--- src/twi_host_cfg.svh ---
// Constants for the two-wire serial memory host controller
`ifndef TWI_HOST_CFG_SVH
`define TWI_HOST_CFG_SVH
`define CORE_FREQ_KHZ 40000
`define SCL_FREQ_KHZ 100
`define QTR_CYCLES ((`CORE_FREQ_KHZ) / (4 * `SCL_FREQ_KHZ))
`define DEV_TYPE 4'hA
`define BYTE_MSB 7
`define ACK_BIT 4'h8
`define PAGE_BIT 8
`define PAGE_LAST 4'hF
`endif

--- src/twi_host_pkg.sv ---
// Types shared by the serial memory host and its bit engine
package twi_host_pkg;
   typedef enum logic [1:0] {
      OP_WRITE = 2'b00,
      OP_READ_CUR = 2'b01,
      OP_READ_RAND = 2'b10
   } op_t;

   typedef struct packed {
      op_t op;
      logic [1:0] dev_sel;
      logic [8:0] addr;
      logic [3:0] len;
   } cmd_t;

   typedef enum logic [1:0] {
      E_START = 2'b00,
      E_STOP = 2'b01,
      E_WRITE = 2'b10,
      E_READ = 2'b11
   } eng_op_t;

   typedef enum logic [3:0] {
      S_IDLE = 4'b0000,
      S_START = 4'b0001,
      S_DEV = 4'b0010,
      S_ADDR = 4'b0011,
      S_WDATA = 4'b0100,
      S_RSTART = 4'b0101,
      S_DEVR = 4'b0110,
      S_RDATA = 4'b0111,
      S_STOP = 4'b1000,
      S_PSTART = 4'b1001,
      S_PDEV = 4'b1010,
      S_PSTOP = 4'b1011
   } state_t;
endpackage : twi_host_pkg

--- src/twi_bit_engine.sv ---
// Bit-level engine: start, stop, byte out and byte in on the two-wire link
`timescale 1ns/1ps
`default_nettype none
`include "twi_host_cfg.svh"
module twi_bit_engine #(
   parameter logic [15:0] QTR = 16'(`QTR_CYCLES)
) (
   input wire logic core_clk_i,
   input wire logic rstn_i,
   input wire logic req_i,
   input wire twi_host_pkg::eng_op_t op_i,
   input wire logic [7:0] tx_i,
   input wire logic ack_n_i,
   output logic done_o,
   output logic acked_o,
   output logic [7:0] rx_o,
   output logic scl_o,
   input wire logic sda_i,
   output logic sda_o,
   output logic sda_oe_o
);
   import twi_host_pkg::*;

   logic sync1_reg, sync2_reg;
   logic active_reg, active_next;
   eng_op_t op_reg, op_next;
   logic [1:0] ph_reg, ph_next;
   logic [3:0] bit_reg, bit_next;
   logic [15:0] cnt_reg, cnt_next;
   logic [7:0] sr_reg, sr_next;
   logic scl_reg, scl_next;
   logic oe_reg, oe_next;
   logic ack_reg, ack_next;
   logic ackn_reg, ackn_next;
   logic done_reg, done_next;
   logic tick;

   assign tick = (cnt_reg == QTR - 16'h1);

   always_comb begin
      active_next = active_reg;
      op_next = op_reg;
      ph_next = ph_reg;
      bit_next = bit_reg;
      cnt_next = cnt_reg;
      sr_next = sr_reg;
      scl_next = scl_reg;
      oe_next = oe_reg;
      ack_next = ack_reg;
      ackn_next = ackn_reg;
      done_next = 1'b0;
      if (!active_reg) begin
         if (req_i) begin
            active_next = 1'b1;
            op_next = op_i;
            sr_next = tx_i;
            ackn_next = ack_n_i;
            ph_next = 2'h0;
            bit_next = 4'h0;
            cnt_next = 16'h0;
         end
      end else begin
         cnt_next = tick ? 16'h0 : cnt_reg + 16'h1;
         if (tick) begin
            ph_next = ph_reg + 2'h1;
            unique case (op_reg)
               E_START: begin
                  unique case (ph_reg)
                     2'h0: oe_next = 1'b0;
                     2'h1: scl_next = 1'b1;
                     2'h2: oe_next = 1'b1;
                     2'h3: begin
                        scl_next = 1'b0;
                        active_next = 1'b0;
                        done_next = 1'b1;
                     end
                  endcase
               end
               E_STOP: begin
                  unique case (ph_reg)
                     2'h0: oe_next = 1'b1;
                     2'h1: scl_next = 1'b1;
                     2'h2: oe_next = 1'b0;
                     2'h3: begin
                        active_next = 1'b0;
                        done_next = 1'b1;
                     end
                  endcase
               end
               E_WRITE, E_READ: begin
                  unique case (ph_reg)
                     // data changes only while clock low
                     2'h0: begin
                        if (bit_reg != `ACK_BIT) begin
                           oe_next = (op_reg == E_WRITE) ? !sr_reg[`BYTE_MSB] : 1'b0;
                        end else begin
                           oe_next = (op_reg == E_READ) ? !ackn_reg : 1'b0;
                        end
                     end
                     2'h1: scl_next = 1'b1;
                     2'h2: begin
                        if (bit_reg != `ACK_BIT) begin
                           sr_next = {sr_reg[6:0], sync2_reg};
                        end else begin
                           ack_next = !sync2_reg;
                        end
                     end
                     2'h3: begin
                        scl_next = 1'b0;
                        bit_next = bit_reg + 4'h1;
                        if (bit_reg == `ACK_BIT) begin
                           active_next = 1'b0;
                           done_next = 1'b1;
                        end
                     end
                  endcase
               end
            endcase
         end
      end
   end

   always_ff @(posedge core_clk_i or negedge rstn_i) begin
      if (!rstn_i) begin
         sync1_reg <= 1'b1;
         sync2_reg <= 1'b1;
         active_reg <= 1'b0;
         op_reg <= E_STOP;
         ph_reg <= 2'h0;
         bit_reg <= 4'h0;
         cnt_reg <= 16'h0;
         sr_reg <= 8'h00;
         scl_reg <= 1'b1;
         oe_reg <= 1'b0;
         ack_reg <= 1'b0;
         ackn_reg <= 1'b1;
         done_reg <= 1'b0;
      end else begin
         sync1_reg <= sda_i;
         sync2_reg <= sync1_reg;
         active_reg <= active_next;
         op_reg <= op_next;
         ph_reg <= ph_next;
         bit_reg <= bit_next;
         cnt_reg <= cnt_next;
         sr_reg <= sr_next;
         scl_reg <= scl_next;
         oe_reg <= oe_next;
         ack_reg <= ack_next;
         ackn_reg <= ackn_next;
         done_reg <= done_next;
      end
   end

   assign done_o = done_reg;
   assign acked_o = ack_reg;
   assign rx_o = sr_reg;
   assign scl_o = scl_reg;
   assign sda_o = 1'b0;
   assign sda_oe_o = oe_reg;

   property p_stable_high;
      @(posedge core_clk_i) disable iff (!rstn_i)
      ($changed(oe_reg) && scl_reg) |-> (op_reg == E_START || op_reg == E_STOP);
   endproperty
   a_stable_high: assert property (p_stable_high) else $error("data moved while clock high");

   property p_stop_edge;
      @(posedge core_clk_i) disable iff (!rstn_i)
      ($fell(oe_reg) && scl_reg && $past(scl_reg)) |-> (op_reg == E_STOP);
   endproperty
   a_stop_edge: assert property (p_stop_edge) else $error("data rose with clock high outside stop");
endmodule : twi_bit_engine
`default_nettype wire

--- src/twi_eeprom_host.sv ---
// Host controller that drives a two-wire 512x8 serial memory
`timescale 1ns/1ps
`default_nettype none
`include "twi_host_cfg.svh"
module twi_eeprom_host #(
   parameter logic [15:0] QTR = 16'(`QTR_CYCLES)
) (
   input wire logic core_clk_i,
   input wire logic rstn_i,
   input wire logic cmd_valid_i,
   input wire twi_host_pkg::cmd_t cmd_i,
   output logic cmd_ready_o,
   input wire logic wr_valid_i,
   input wire logic [7:0] wr_data_i,
   output logic wr_ready_o,
   output logic rd_valid_o,
   output logic [7:0] rd_data_o,
   output logic done_o,
   output logic nack_o,
   input wire logic protect_i,
   output logic write_protect_o,
   output logic scl_o,
   input wire logic sda_i,
   output logic sda_o,
   output logic sda_oe_o
);
   import twi_host_pkg::*;

   state_t st_reg, st_next;
   cmd_t cmd_reg, cmd_next;
   logic [3:0] cnt_reg, cnt_next;
   logic wait_reg, wait_next;
   logic poll_reg, poll_next;
   logic nack_reg, nack_next;
   logic done_reg, done_next;
   logic rdv_reg, rdv_next;
   logic [7:0] rdd_reg, rdd_next;
   logic wp_reg;
   logic eng_req, eng_done, eng_acked, eng_ackn, last;
   eng_op_t eng_op;
   logic [7:0] eng_byte, eng_rx;
   logic [7:0] dev_word;

   assign last = (cnt_reg == cmd_reg.len);
   // device type, select bits, page bit
   assign dev_word = {`DEV_TYPE, cmd_reg.dev_sel, cmd_reg.addr[`PAGE_BIT], 1'b0};

   always_comb begin
      eng_op = E_STOP;
      eng_byte = 8'h00;
      eng_ackn = 1'b1;
      unique case (st_reg)
         S_START, S_RSTART, S_PSTART: eng_op = E_START;
         S_DEV: begin
            eng_op = E_WRITE;
            eng_byte = dev_word | {7'h00, cmd_reg.op == OP_READ_CUR};
         end
         S_DEVR: begin
            eng_op = E_WRITE;
            eng_byte = dev_word | 8'h01;
         end
         S_PDEV: begin
            eng_op = E_WRITE;
            eng_byte = dev_word;
         end
         S_ADDR: begin
            eng_op = E_WRITE;
            eng_byte = cmd_reg.addr[7:0];
         end
         S_WDATA: begin
            eng_op = E_WRITE;
            eng_byte = wr_data_i;
         end
         // acknowledge all but the last byte
         S_RDATA: begin
            eng_op = E_READ;
            eng_ackn = last;
         end
         default: eng_op = E_STOP;
      endcase
   end

   assign eng_req = !wait_reg && (st_reg != S_IDLE) && (st_reg != S_WDATA || wr_valid_i);
   assign wr_ready_o = (st_reg == S_WDATA) && !wait_reg;
   assign cmd_ready_o = (st_reg == S_IDLE);

   always_comb begin
      st_next = st_reg;
      cmd_next = cmd_reg;
      cnt_next = cnt_reg;
      wait_next = wait_reg;
      poll_next = poll_reg;
      nack_next = nack_reg;
      done_next = 1'b0;
      rdv_next = 1'b0;
      rdd_next = rdd_reg;
      if (eng_req) begin
         wait_next = 1'b1;
      end
      if (st_reg == S_IDLE && cmd_valid_i) begin
         cmd_next = cmd_i;
         cnt_next = 4'h0;
         nack_next = 1'b0;
         poll_next = 1'b0;
         st_next = S_START;
      end else if (eng_done) begin
         wait_next = 1'b0;
         unique case (st_reg)
            S_START: st_next = S_DEV;
            S_DEV: begin
               if (!eng_acked) begin
                  nack_next = 1'b1;
                  st_next = S_STOP;
               end else begin
                  st_next = (cmd_reg.op == OP_READ_CUR) ? S_RDATA : S_ADDR;
               end
            end
            S_ADDR: begin
               if (!eng_acked) begin
                  nack_next = 1'b1;
                  st_next = S_STOP;
               end else begin
                  st_next = (cmd_reg.op == OP_READ_RAND) ? S_RSTART : S_WDATA;
               end
            end
            S_WDATA: begin
               cnt_next = cnt_reg + 4'h1;
               if (!eng_acked) begin
                  nack_next = 1'b1;
                  st_next = S_STOP;
               end else if (last) begin
                  poll_next = 1'b1;
                  st_next = S_STOP;
               end
            end
            S_RSTART: st_next = S_DEVR;
            S_DEVR: begin
               if (!eng_acked) begin
                  nack_next = 1'b1;
                  st_next = S_STOP;
               end else begin
                  st_next = S_RDATA;
               end
            end
            // nack then stop on last byte
            S_RDATA: begin
               rdv_next = 1'b1;
               rdd_next = eng_rx;
               cnt_next = cnt_reg + 4'h1;
               if (last) begin
                  st_next = S_STOP;
               end
            end
            S_STOP: begin
               if (poll_reg) begin
                  st_next = S_PSTART;
               end else begin
                  done_next = 1'b1;
                  st_next = S_IDLE;
               end
            end
            S_PSTART: st_next = S_PDEV;
            // poll until the device address word is acked
            S_PDEV: begin
               poll_next = !eng_acked;
               st_next = S_PSTOP;
            end
            S_PSTOP: begin
               if (poll_reg) begin
                  st_next = S_PSTART;
               end else begin
                  done_next = 1'b1;
                  st_next = S_IDLE;
               end
            end
            default: st_next = S_IDLE;
         endcase
      end
   end

   always_ff @(posedge core_clk_i or negedge rstn_i) begin
      if (!rstn_i) begin
         st_reg <= S_IDLE;
         cmd_reg <= '0;
         cnt_reg <= 4'h0;
         wait_reg <= 1'b0;
         poll_reg <= 1'b0;
         nack_reg <= 1'b0;
         done_reg <= 1'b0;
         rdv_reg <= 1'b0;
         rdd_reg <= 8'h00;
         wp_reg <= 1'b1;
      end else begin
         st_reg <= st_next;
         cmd_reg <= cmd_next;
         cnt_reg <= cnt_next;
         wait_reg <= wait_next;
         poll_reg <= poll_next;
         nack_reg <= nack_next;
         done_reg <= done_next;
         rdv_reg <= rdv_next;
         rdd_reg <= rdd_next;
         wp_reg <= protect_i;
      end
   end

   assign rd_valid_o = rdv_reg;
   assign rd_data_o = rdd_reg;
   assign done_o = done_reg;
   assign nack_o = nack_reg;
   assign write_protect_o = wp_reg;

   twi_bit_engine #(.QTR(QTR)) u_engine (
      .core_clk_i(core_clk_i),
      .rstn_i(rstn_i),
      .req_i(eng_req),
      .op_i(eng_op),
      .tx_i(eng_byte),
      .ack_n_i(eng_ackn),
      .done_o(eng_done),
      .acked_o(eng_acked),
      .rx_o(eng_rx),
      .scl_o(scl_o),
      .sda_i(sda_i),
      .sda_o(sda_o),
      .sda_oe_o(sda_oe_o)
   );

   property p_dev_type;
      @(posedge core_clk_i) disable iff (!rstn_i)
      (eng_req && (st_reg == S_DEV || st_reg == S_DEVR || st_reg == S_PDEV)) |-> eng_byte[7:4] == `DEV_TYPE;
   endproperty
   a_dev_type: assert property (p_dev_type) else $error("address word lacks device type");

   property p_start_first;
      @(posedge core_clk_i) disable iff (!rstn_i)
      $rose(st_reg == S_DEV) |-> $past(st_reg) == S_START;
   endproperty
   a_start_first: assert property (p_start_first) else $error("address word without start");

   property p_read_stop;
      @(posedge core_clk_i) disable iff (!rstn_i)
      (st_reg == S_RDATA && eng_done && last) |=> (st_reg == S_STOP) && rd_valid_o;
   endproperty
   a_read_stop: assert property (p_read_stop) else $error("last read byte not followed by stop");

   property p_seq_ack;
      @(posedge core_clk_i) disable iff (!rstn_i)
      (eng_req && st_reg == S_RDATA) |-> (eng_ackn == (cnt_reg == cmd_reg.len));
   endproperty
   a_seq_ack: assert property (p_seq_ack) else $error("wrong acknowledge on read byte");

   property p_write_end;
      @(posedge core_clk_i) disable iff (!rstn_i)
      (st_reg == S_WDATA && eng_done && eng_acked && last) |=> (st_reg == S_STOP) && poll_reg;
   endproperty
   a_write_end: assert property (p_write_end) else $error("write not ended by stop and poll");

   property p_page_limit;
      @(posedge core_clk_i) disable iff (!rstn_i)
      (st_reg == S_WDATA && eng_done) |=> (st_reg == S_WDATA) == ($past(cnt_reg) != $past(cmd_reg.len) && $past(eng_acked));
   endproperty
   a_page_limit: assert property (p_page_limit) else $error("page write length not honoured");

   property p_poll;
      @(posedge core_clk_i) disable iff (!rstn_i)
      (st_reg == S_PDEV && eng_done && !eng_acked) |=> (st_reg == S_PSTOP && poll_reg) ##1 (st_reg == S_PSTOP)[*2];
   endproperty
   a_poll: assert property (p_poll) else $error("refused poll not retried");

   property p_random;
      @(posedge core_clk_i) disable iff (!rstn_i)
      $rose(st_reg == S_RSTART) |-> $past(st_reg) == S_ADDR && cmd_reg.op == OP_READ_RAND;
   endproperty
   a_random: assert property (p_random) else $error("repeated start outside random read");
endmodule : twi_eeprom_host
`default_nettype wire

--- config.mk ---
export PLATFORM = sky130hd
export DESIGN_NAME = twi_eeprom_host
export DESIGN_NICKNAME = d
export VERILOG_FILES = /design/src/twi_host_pkg.sv /design/src/twi_bit_engine.sv /design/src/twi_eeprom_host.sv
export VERILOG_INCLUDE_DIRS = /design/src
export SDC_FILE = /design/constraint.sdc
export NUM_CORES = 1
export LEC_CHECK = 0
export BUFFER_PORTS_ARGS = -buffer_cell sky130_fd_sc_hd__buf_2
export CAP_MARGIN = 5
export CORE_MARGIN = 3
export CORE_UTILIZATION = 53
export CTS_CLUSTER_SIZE = 24
export DETAILED_ROUTE_END_ITERATION = 12
export PLACE_DENSITY = 0.76
export REMOVE_ABC_BUFFERS = 1
export SLEW_MARGIN = 15
export SYNTH_ARGS = -nofsm -noshare
export SYNTH_HDL_FRONTEND = slang
export SYNTH_SLANG_ARGS = --single-unit
--- constraint.sdc ---
create_clock -name core_clk_i -period 1.7 [get_ports core_clk_i]
set_input_delay 0.17 -clock core_clk_i [delete_from_list [all_inputs] [get_ports core_clk_i]]
set_output_delay 0.17 -clock core_clk_i [all_outputs]
set_load 0.1 [all_outputs]
==> impl_results.md, run 1 <==
* Status: complete, but fails checks
* Failing checks: setup timing
* Total core area at 7770 sq um
* Reg-to-Reg Start: u_engine.cnt_reg[0]
* Number of nets in the layout at 630
* # placed instances at 638
* Die width at 95.9 um
* Syn avg cell area at 9.38 sq um
* WL/cell at 17.9 um
* Max-slew violation count at 0
* Seq/Total Area, Yosys at 46.4%
* Via count at 4191
* Largest net degree at the start of global routing at 46
* Launch point of the worst path: u_engine.cnt_reg[0]
* Root Driver: clkbuf_8
* Drt first pass iters at 7
* Period utilisation layout at 108%
* # IOs at 48
* Worst reg2reg path depth at 7
* Critical path fanouts, max at 4
* Share of layout cells above drive strength 1 at 37.1%
* CTS tree: yes
* Largest register FFs at 17
* Yosys warns at 0
* Worst vdd ir at 0.362 mV
* Number of global-route vias before repair at 3669
* Drt drc at 0
* Top cells by area, synth: dfrtp_1 43%, nand2_1 7.6%, a21oi_1 4.1%
* Final setup fails at 28
* Number of H-tree levels at 3
* Req. time, crit path at 1.93 ns
* Worst-Margin Slew at 0.560 ns
* Crit. End Element: register
* Total power at 3420 uW
* Global-route wire length before repair at 17.7 mm
* Final hold slack at 0.00945 ns
* N_diodes at 0
* Setup ws final at -0.144 ns
* DP HPWL at 7.49 mm
* Hold crit path type: primary input to register
* Max Cap Viol at 0
* CP arrival at 2.07 ns
* Worst slew margin at 62.7%
* Initial antenna violation count at 0
* Ys flop type: dfrtp_1
* RSZ-0062 raised after global routing: true
* Via density at 6.00
* Final wirelength at 12.5 mm
* Final Hold Vio Count at 0
* Die area at 9190 sq um
* Post-route ant nets at 0
* Starting DRT DRC Count at 376
* Power per cell area at 586 nW/um^2
* Synth async-reset ratio at 100%
* Area grow syn2layout at 36.3%
* GRT Overall Usage at 24.9%
* Post-synth EDFFs at 0
* FMAX at 542 MHz
* Hold_sp: cmd_i[14]
* Gpl congestion at 0.939
* CP Launch Type: register
* #FFs+latches synth at 79
* Reg clk slew, reported paths at 0.10 ns
* Clock Tree Buf Depth at 2
* Pleak at 0.00273 uW
* Initial core utilization at 55.1%
* Die Ht at 95.9 um
* Final Cell Area at 5830 sq um
* GRT overflow at 0
* Post-DP Area at 5000 sq um
* Clk_lat worst skew at 0.37 ns
* Minimum clock period at 1.84 ns
* Post-Syn Instances at 456
* Final std cells w/o fill at 698
* Setup Crit Path Kind: register to register
* Synth area leader: dfrtp_1
* Final setup skew at 0.0147 ns
* R2R Setup Slk at -0.14 ns
* PortBufs at 46
* Distinct cells, synth at 67
* Area of the mapped netlist at 4280 sq um
* Hold path cells at 3
* Synth top area share at 42.7%
* CTS Buf Count at 9
* Sink count of the clock tree at 79
* Row count at 32
==> through the flow <==
stage               setup WS, ns  utilization, %  setup TNS, ns
finish                    -0.144            75.1          -1.77
global route              -0.214            75.1          -4.17
CTS                       -0.161            70.9         -0.328
detailed placement        -0.110            64.4         -0.496
global placement         -0.0760            64.4        -0.0760
floorplan                  -2.23               -         -31.22
==> worst max-delay path: stages (launching register included) <==
cell and delay [ns]:
dfrtp_1 0.38, ha_2 0.21, nor4b_4 0.24, and4_4 0.30, buf_6 0.15, nand2_4 0.07
mux2i_1 0.19, o221ai_1 0.17
==> routing by layer <==
metal | GRT usage (%) | wire, um | up-vias
met5 | 0 | 0 | -
met4 | 9.48 | 404 | 0
met3 | 4.46 | 842 | 51
met2 | 39.9 | 6180 | 228
met1 | 33.7 | 5070 | 2012
li1 | - | - | 1900
==> worst paths after layout <==
| kind | end |
|---|---|
| worst max-delay path | u_engine.rx_o[0] |
| worst min-delay path | cmd_reg[14] |
| worst max register to register | u_engine.rx_o[0] |
| worst min register to register | u_engine.sync2_reg |
| max in group asynchronous | u_engine.cnt_reg[9] |
| min in group asynchronous | rd_data_o[4] |
==> power by group <==
group          internal [uW]  total, uW  switching, uW  leakage (uW)
logic                   58.3        133           74.9       0.00162
registers               1880       1890           1.43       0.00102
clock network            564       1400            837     0.0000903
total                   2510       3420            914       0.00273
==> cells in the final DEF (no fill, tap or decap), drive strengths merged, types with 7 or more instances in the layout <==
cell | synthesis | layout
nand2 | 88 | 88
nand3 | 13 | 13
dfrtp | 73 | 73
clkbuf | 3 | 10
a21oi | 38 | 38
ha | 8 | 8
nand4 | 7 | 7
nor2 | 34 | 34
o21ai | 22 | 22
dlygate4sd3 | 0 | 18
mux2 | 8 | 8
a22oi | 8 | 8
inv | 13 | 17
and2 | 6 | 9
buf | 20 | 125
a31oi | 15 | 15
nor4 | 7 | 7
==> repair_timing <==
action / in CTS / in global routing
setup endpoints to repair: 18 / 63
cloned: 1 / 3
endpoints found under the hold margin: 52 / 1
pin swaps: 6 / 27
setup buffers: 9 / 16
gates resized for setup: 20 / 52
hold buffers: 17 / 1
==> cell type report <==
class                      count  area [sq um]
tap                          102           128
sequential                    79          1990
fill                         515          1930
timing repair buffer         144          1150
clock buffer                   9           124
multi-input combinational    343          2320
inverter                      14          52.6
clock inverter                 7          63.8
==> synth_stat cells (4+ instances only) <==
| library cell | count |
|---|---|
| buf_2 | 15 |
| nor2_1 | 32 |
| inv_1 | 13 |
| dfstp_2 | 6 |
| o221ai_1 | 5 |
| mux2_2 | 8 |
| xnor2_1 | 5 |
| nand2_1 | 87 |
| a21o_1 | 6 |
| ha_1 | 8 |
| a31oi_1 | 15 |
| nand2b_1 | 6 |
| a22oi_1 | 8 |
| nor3_1 | 4 |
| nand4_1 | 7 |
| mux2i_1 | 4 |
| nand3_1 | 11 |
| a21oi_1 | 35 |
| dfrtp_1 | 73 |
| and2_1 | 5 |
| xor2_1 | 5 |
| nand3b_1 | 4 |
| o21ai_0 | 18 |
==> logic make-up (layout without fill, tap and decap cells) <==
kind of cell,count (synthesis),count (layout),share of synthesized area [%]
compound gates,119,119,18.5
xor+xnor,10,10,2.05
fa+ha+maj,8,8,2.34
buf+inv,37,174,4.56
flops,79,79,46.4
mux,12,12,3.04
other cells,1,1,0.0876
simple gates,190,193,23.0
(Power assumes the default switching activity.)
==> run 2, diff against run 1 <==
- SKIP_LAST_GASP: default -> 1
==> impl_results.md, run 2 (same netlist as run 1, synthesis figures left out) <==
* # placed instances at 638
* Final setup skew at 0.0132 ns
* Worst slew margin at 62.7%
* Crit. End Element: register
* Root Driver: clkbuf_8
* Placement Setup Slack at -0.110 ns
* Final Cell Area at 5800 sq um
* Largest register FFs at 17
* Clock Tree Buf Depth at 2
* Final hold slack at 0.0107 ns
* PortBufs at 46
* Initial core utilization at 55.1%
* CTS tree: yes
* Final setup fails at 26
* Highest-count cells in the layout ignoring fill and taps: 83 x nand2_1, 69 x dfrtp_1, 67 x buf_4
* WL/cell at 17.3 um
* Die width at 95.9 um
* Setup Crit Path Kind: register to register
* Area grow syn2layout at 35.6%
* # IOs at 48
* Final Hold Vio Count at 0
* Power per cell area at 587 nW/um^2
* CP arrival at 2.03 ns
* Via count at 4140
* Post-route ant nets at 0
* Die area at 9190 sq um
* GR Util met1 at 33.7%
* Drt drc at 0
* Sink count of the clock tree at 79
* Worst-Margin Slew at 0.559 ns
* Req. time, crit path at 1.93 ns
* Post-DP Area at 5000 sq um
* Final std cells w/o fill at 698
* CTS Buf Count at 9
* Reg clk slew, reported paths at 0.10 ns
* N_diodes at 0
* Via density at 5.93
* FMAX at 558 MHz
* Total core area at 7770 sq um
* RSZ-0062 raised after global routing: true
* Setup ws final at -0.0913 ns
* Routing usage on met3 at 4.46%
* Clk_lat worst skew at 0.37 ns
* Critical path fanouts, max at 4
* Max-slew violation count at 0
* Met2 Use GR at 39.9%
* Most Crowded Layer GR: met2
* Fill cells at 520
* GRT Overall Usage at 24.9%
* Starting DRT DRC Count at 308
* DP HPWL at 7.49 mm
* Share of layout cells above drive strength 1 at 36.4%
* Minimum clock period at 1.79 ns
* Failing checks: setup timing
* Largest net degree at the start of global routing at 46
* Commonest non-fill, non-tap cell in the layout: nand2_1
* Gpl congestion at 0.939
* Initial antenna violation count at 0
* Row count at 32
* Max Cap Viol at 0
* Number of global-route vias before repair at 3669
* Pleak at 0.00272 uW
* Drt first pass iters at 5
* GRT overflow at 0
* CP Launch Type: register
* Number of nets in the layout at 630
* Global-route wire length before repair at 17.7 mm
* Hold crit path type: primary input to register
* Final wirelength at 12.1 mm
* Worst vdd ir at 0.364 mV
* Number of H-tree levels at 3
* Status: complete, but fails checks
* Period utilisation layout at 105%
* Die Ht at 95.9 um
-- run 2: cell counts in the layout (fill, tap and decap cells not counted) --
Identical to the previous run, type by type.
-- run 2: metrics by stage --
step                      power [uW]  util, %  TNS, ns
final                           3400     74.7    -1.10
after global routing            3520     74.7    -3.52
after CTS                       3400     70.9   -0.328
after detailed placement        2020     64.4   -0.496
after global placement          2020     64.4  -0.0760
after floorplan                 1940        -   -31.22
-- run 2: report_power, final --
group	switching [uW]	internal [uW]	total, uW
sequential	1.86	1880	1890
combinational	75.1	58.3	133
clock	819	564	1380
total	896	2510	3400
-- run 2: per-layer routing --
metal | up-vias | wire, um
li1 | 1891 | -
met1 | 1973 | 4920
met2 | 230 | 5890
met3 | 46 | 915
met4 | 0 | 386
met5 | - | 0
-- run 2: what timing repair did --
action	4_1_cts	5_1_grt
hold buffers	17	1
buffers inserted	9	16
gates resized for setup	20	40
cloned	1	3
pin swaps	6	27
setup endpoints to repair	18	63
hold endpoints to repair	52	1
-- run 2: final cells by class --
class                   instances  area, sq um  area share (%)
flip-flops and latches         79         1990            34.3
well taps                     102          128            2.20
clock buffers                   9          124            2.14
clock inverters                 7         63.8            1.10
inverters                      14         52.6           0.906
multi-input cells             343         2290            39.6
repair buffers                144         1150            19.8
-- run 2: path summary, 6_finish.rpt --
check,to,cells after the start,slack (ns),from
max,u_engine.rx_o[0],7,-0.09,u_engine.cnt_reg[0]
min,cmd_reg[14],3,0.01,cmd_i[14]
max reg2reg,u_engine.rx_o[0],7,-0.09,u_engine.cnt_reg[0]
min reg2reg,u_engine.sync2_reg,0,0.37,u_engine.sync1_reg
max in group asynchronous,u_engine.cnt_reg[10],3,0.75,rstn_i
min in group asynchronous,rd_data_o[1],2,0.33,rstn_i
-- run 2: worst max-delay path: stages (launching register included) --
cell      delay [ns]
dfrtp_1         0.37
ha_2            0.21
nor4b_4         0.23
and4_4          0.30
buf_6           0.14
nand2_4         0.07
mux2i_1         0.20
o221ai_1        0.14
==> run 3, diff against run 2 <==
- CORE_UTILIZATION: 53 -> 59
- PLACE_DENSITY: 0.76 -> 0.8
- clock period: 1.7 -> 1.9 ns (I/O delays scaled with it)
==> impl_results.md, run 3 (same netlist as run 1, synthesis figures left out) <==
* Setup Crit Path Kind: register to register
* Final hold slack at 0.0185 ns
* Req. time, crit path at 2.12 ns
* WL/cell at 16.7 um
* Critical-path top delay cell: dfrtp_2
* CTS tree: yes
* GRT Overall Usage at 25.1%
* CP arrival at 2.08 ns
* Die width at 91.2 um
* Worst slew margin at 49.8%
* CTS Buf Count at 9
* Clock Tree Buf Depth at 2
* Largest net degree at the start of global routing at 42
* CP max stage delay at 0.46 ns
* Root Driver: clkbuf_8
* # IOs at 48
* Delay-heaviest family, CP: simple AND/OR/NAND/NOR gates
* Commonest non-fill, non-tap cell in the layout: nand2_1
* Clk_lat worst skew at 0.36 ns
* Post-route ant nets at 0
* Final setup skew at 0.00861 ns
* CP Launch Type: register
* Worst-Margin Slew at 0.748 ns
* Power per cell area at 624 nW/um^2
* Pleak at 0.00238 uW
* Number of global-route vias before repair at 3567
* Comb pwr share at 3.0%
* Buffers and inverters on the worst path at 2
* Die Ht at 91.2 um
* Gpl congestion at 0.884
* Hold crit path type: primary input to register
* PortBufs at 46
* Total core area at 6910 sq um
* Max Cap Viol at 0
* Row count at 30
* Via count at 3779
* Initial core utilization at 62.0%
* Sequential share of power at 52.4%
* Pint at 2480 uW
* Clock share of power at 44.6%
* Period utilisation layout at 97.8%
* Die area at 8310 sq um
* Largest register FFs at 17
* Initial antenna violation count at 0
* DP HPWL at 7.15 mm
* RSZ-0062 raised after global routing: true
* Sink count of the clock tree at 79
* Critical path fanouts, max at 8
* Global-route wire length before repair at 16.8 mm
* Crit. End Element: register
* Drt drc at 0
* Status: complete, no violations
* Drt first pass iters at 5
* Sw Share at 23.0%
* Starting DRT DRC Count at 326
* GRT overflow at 0
* Final setup fails at 0
* Area grow syn2layout at 20.4%
* Highest-count cells in the layout ignoring fill and taps: 86 x nand2_1, 70 x dfrtp_1, 44 x buf_2
* Via density at 6.01
* CP cell instances: nor4_4, and4_1, buf_6, buf_4, a21oi_1, nand2_1, o221ai_1
* Number of nets in the layout at 567
* Final Hold Vio Count at 0
* N_diodes at 0
* Max-slew violation count at 0
* Number of H-tree levels at 3
* Worst vdd ir at 0.480 mV
* FMAX at 538 MHz
* NetSw at 741 uW
* Setup TNS at 0 ns
* Minimum clock period at 1.86 ns
* Share of layout cells above drive strength 1 at 27.0%
* Reg clk slew, reported paths at 0.09 ns
* Final wirelength at 10.5 mm
run 3: power by group through the flow:
stage / Sequential (uW) / Combinational, uW / Clock [uW]
2_1_floorplan: 1730 / 10.3 / 0
3_3_place_gp: 1720 / 91.6 / 0
3_5_place_dp: 1720 / 93.2 / 0
4_1_cts: 1690 / 98.5 / 1440
5_1_grt: 1690 / 106 / 1520
6_report: 1690 / 95.4 / 1430
run 3: final cells by class:
| type | count | area, sq um |
|---|---|---|
| multi-input combinational | 340 | 2170 |
| sequential | 79 | 1990 |
| fill | 527 | 1750 |
| timing repair buffer | 84 | 598 |
| clock buffer | 9 | 124 |
| tap | 96 | 120 |
| clock inverter | 7 | 104 |
| inverter | 14 | 52.6 |
run 3: worst paths after layout:
| path | start | slack, ns | cells after the start | end |
|---|---|---|---|---|
| hold reg to reg | u_engine.sync1_reg | 0.36 | 0 | u_engine.sync2_reg |
| setup / recovery | u_engine.cnt_reg[3] | 0.04 | 7 | u_engine.rx_o[4] |
| max in group asynchronous | rstn_i | 0.88 | 3 | st_reg[1] |
| hold / removal | cmd_i[16] | 0.02 | 3 | cmd_reg[16] |
| min in group asynchronous | rstn_i | 0.35 | 2 | u_engine.cnt_reg[5] |
| setup reg to reg | u_engine.cnt_reg[3] | 0.04 | 7 | u_engine.rx_o[4] |
run 3: what timing repair did:
item / in CTS / in global routing
gates cloned: 0 / 1
resized for setup: 4 / 15
buffers inserted: 0 / 7
hold buffers: 3 / 0
pin swaps: 0 / 2
hold endpoints to repair: 39 / 0
setup endpoints to repair: 7 / 16
run 3: metrics by stage:
step | std cells | utilization (%) | area, sq um | setup slack [ns] | power (uW)
6_report | 629 | 74.6 | 5150 | 0.0411 | 3220
3_5_place_dp | 602 | 68.9 | 4760 | 0.0424 | 1810
4_1_cts | 621 | 72.8 | 5030 | -0.0231 | 3230
2_1_floorplan | 433 | - | 4140 | -2.05 | 1740
5_1_grt | 629 | 74.6 | 5150 | -0.0341 | 3320
3_3_place_gp | 602 | 68.9 | 4760 | 0.144 | 1810
run 3: worst register-to-register path, cell delays in order, from the launching register on:
cell	delay, ns
dfrtp_2	0.46
nor4_4	0.38
and4_1	0.26
buf_6	0.16
buf_4	0.13
a21oi_1	0.13
nand2_1	0.11
o221ai_1	0.11
run 3: per-layer routing:
metal / global-route usage, % / wire (um) / up-vias / part of all wire (%)
met1: 33.0 / 4500 / 1833 / 43
met4: 8.17 / 237 / 0 / 2.2
met3: 5.55 / 586 / 23 / 5.6
met5: 0 / 0 / - / 0
li1: - / - / 1768 / -
met2: 41.2 / 5210 / 155 / 49
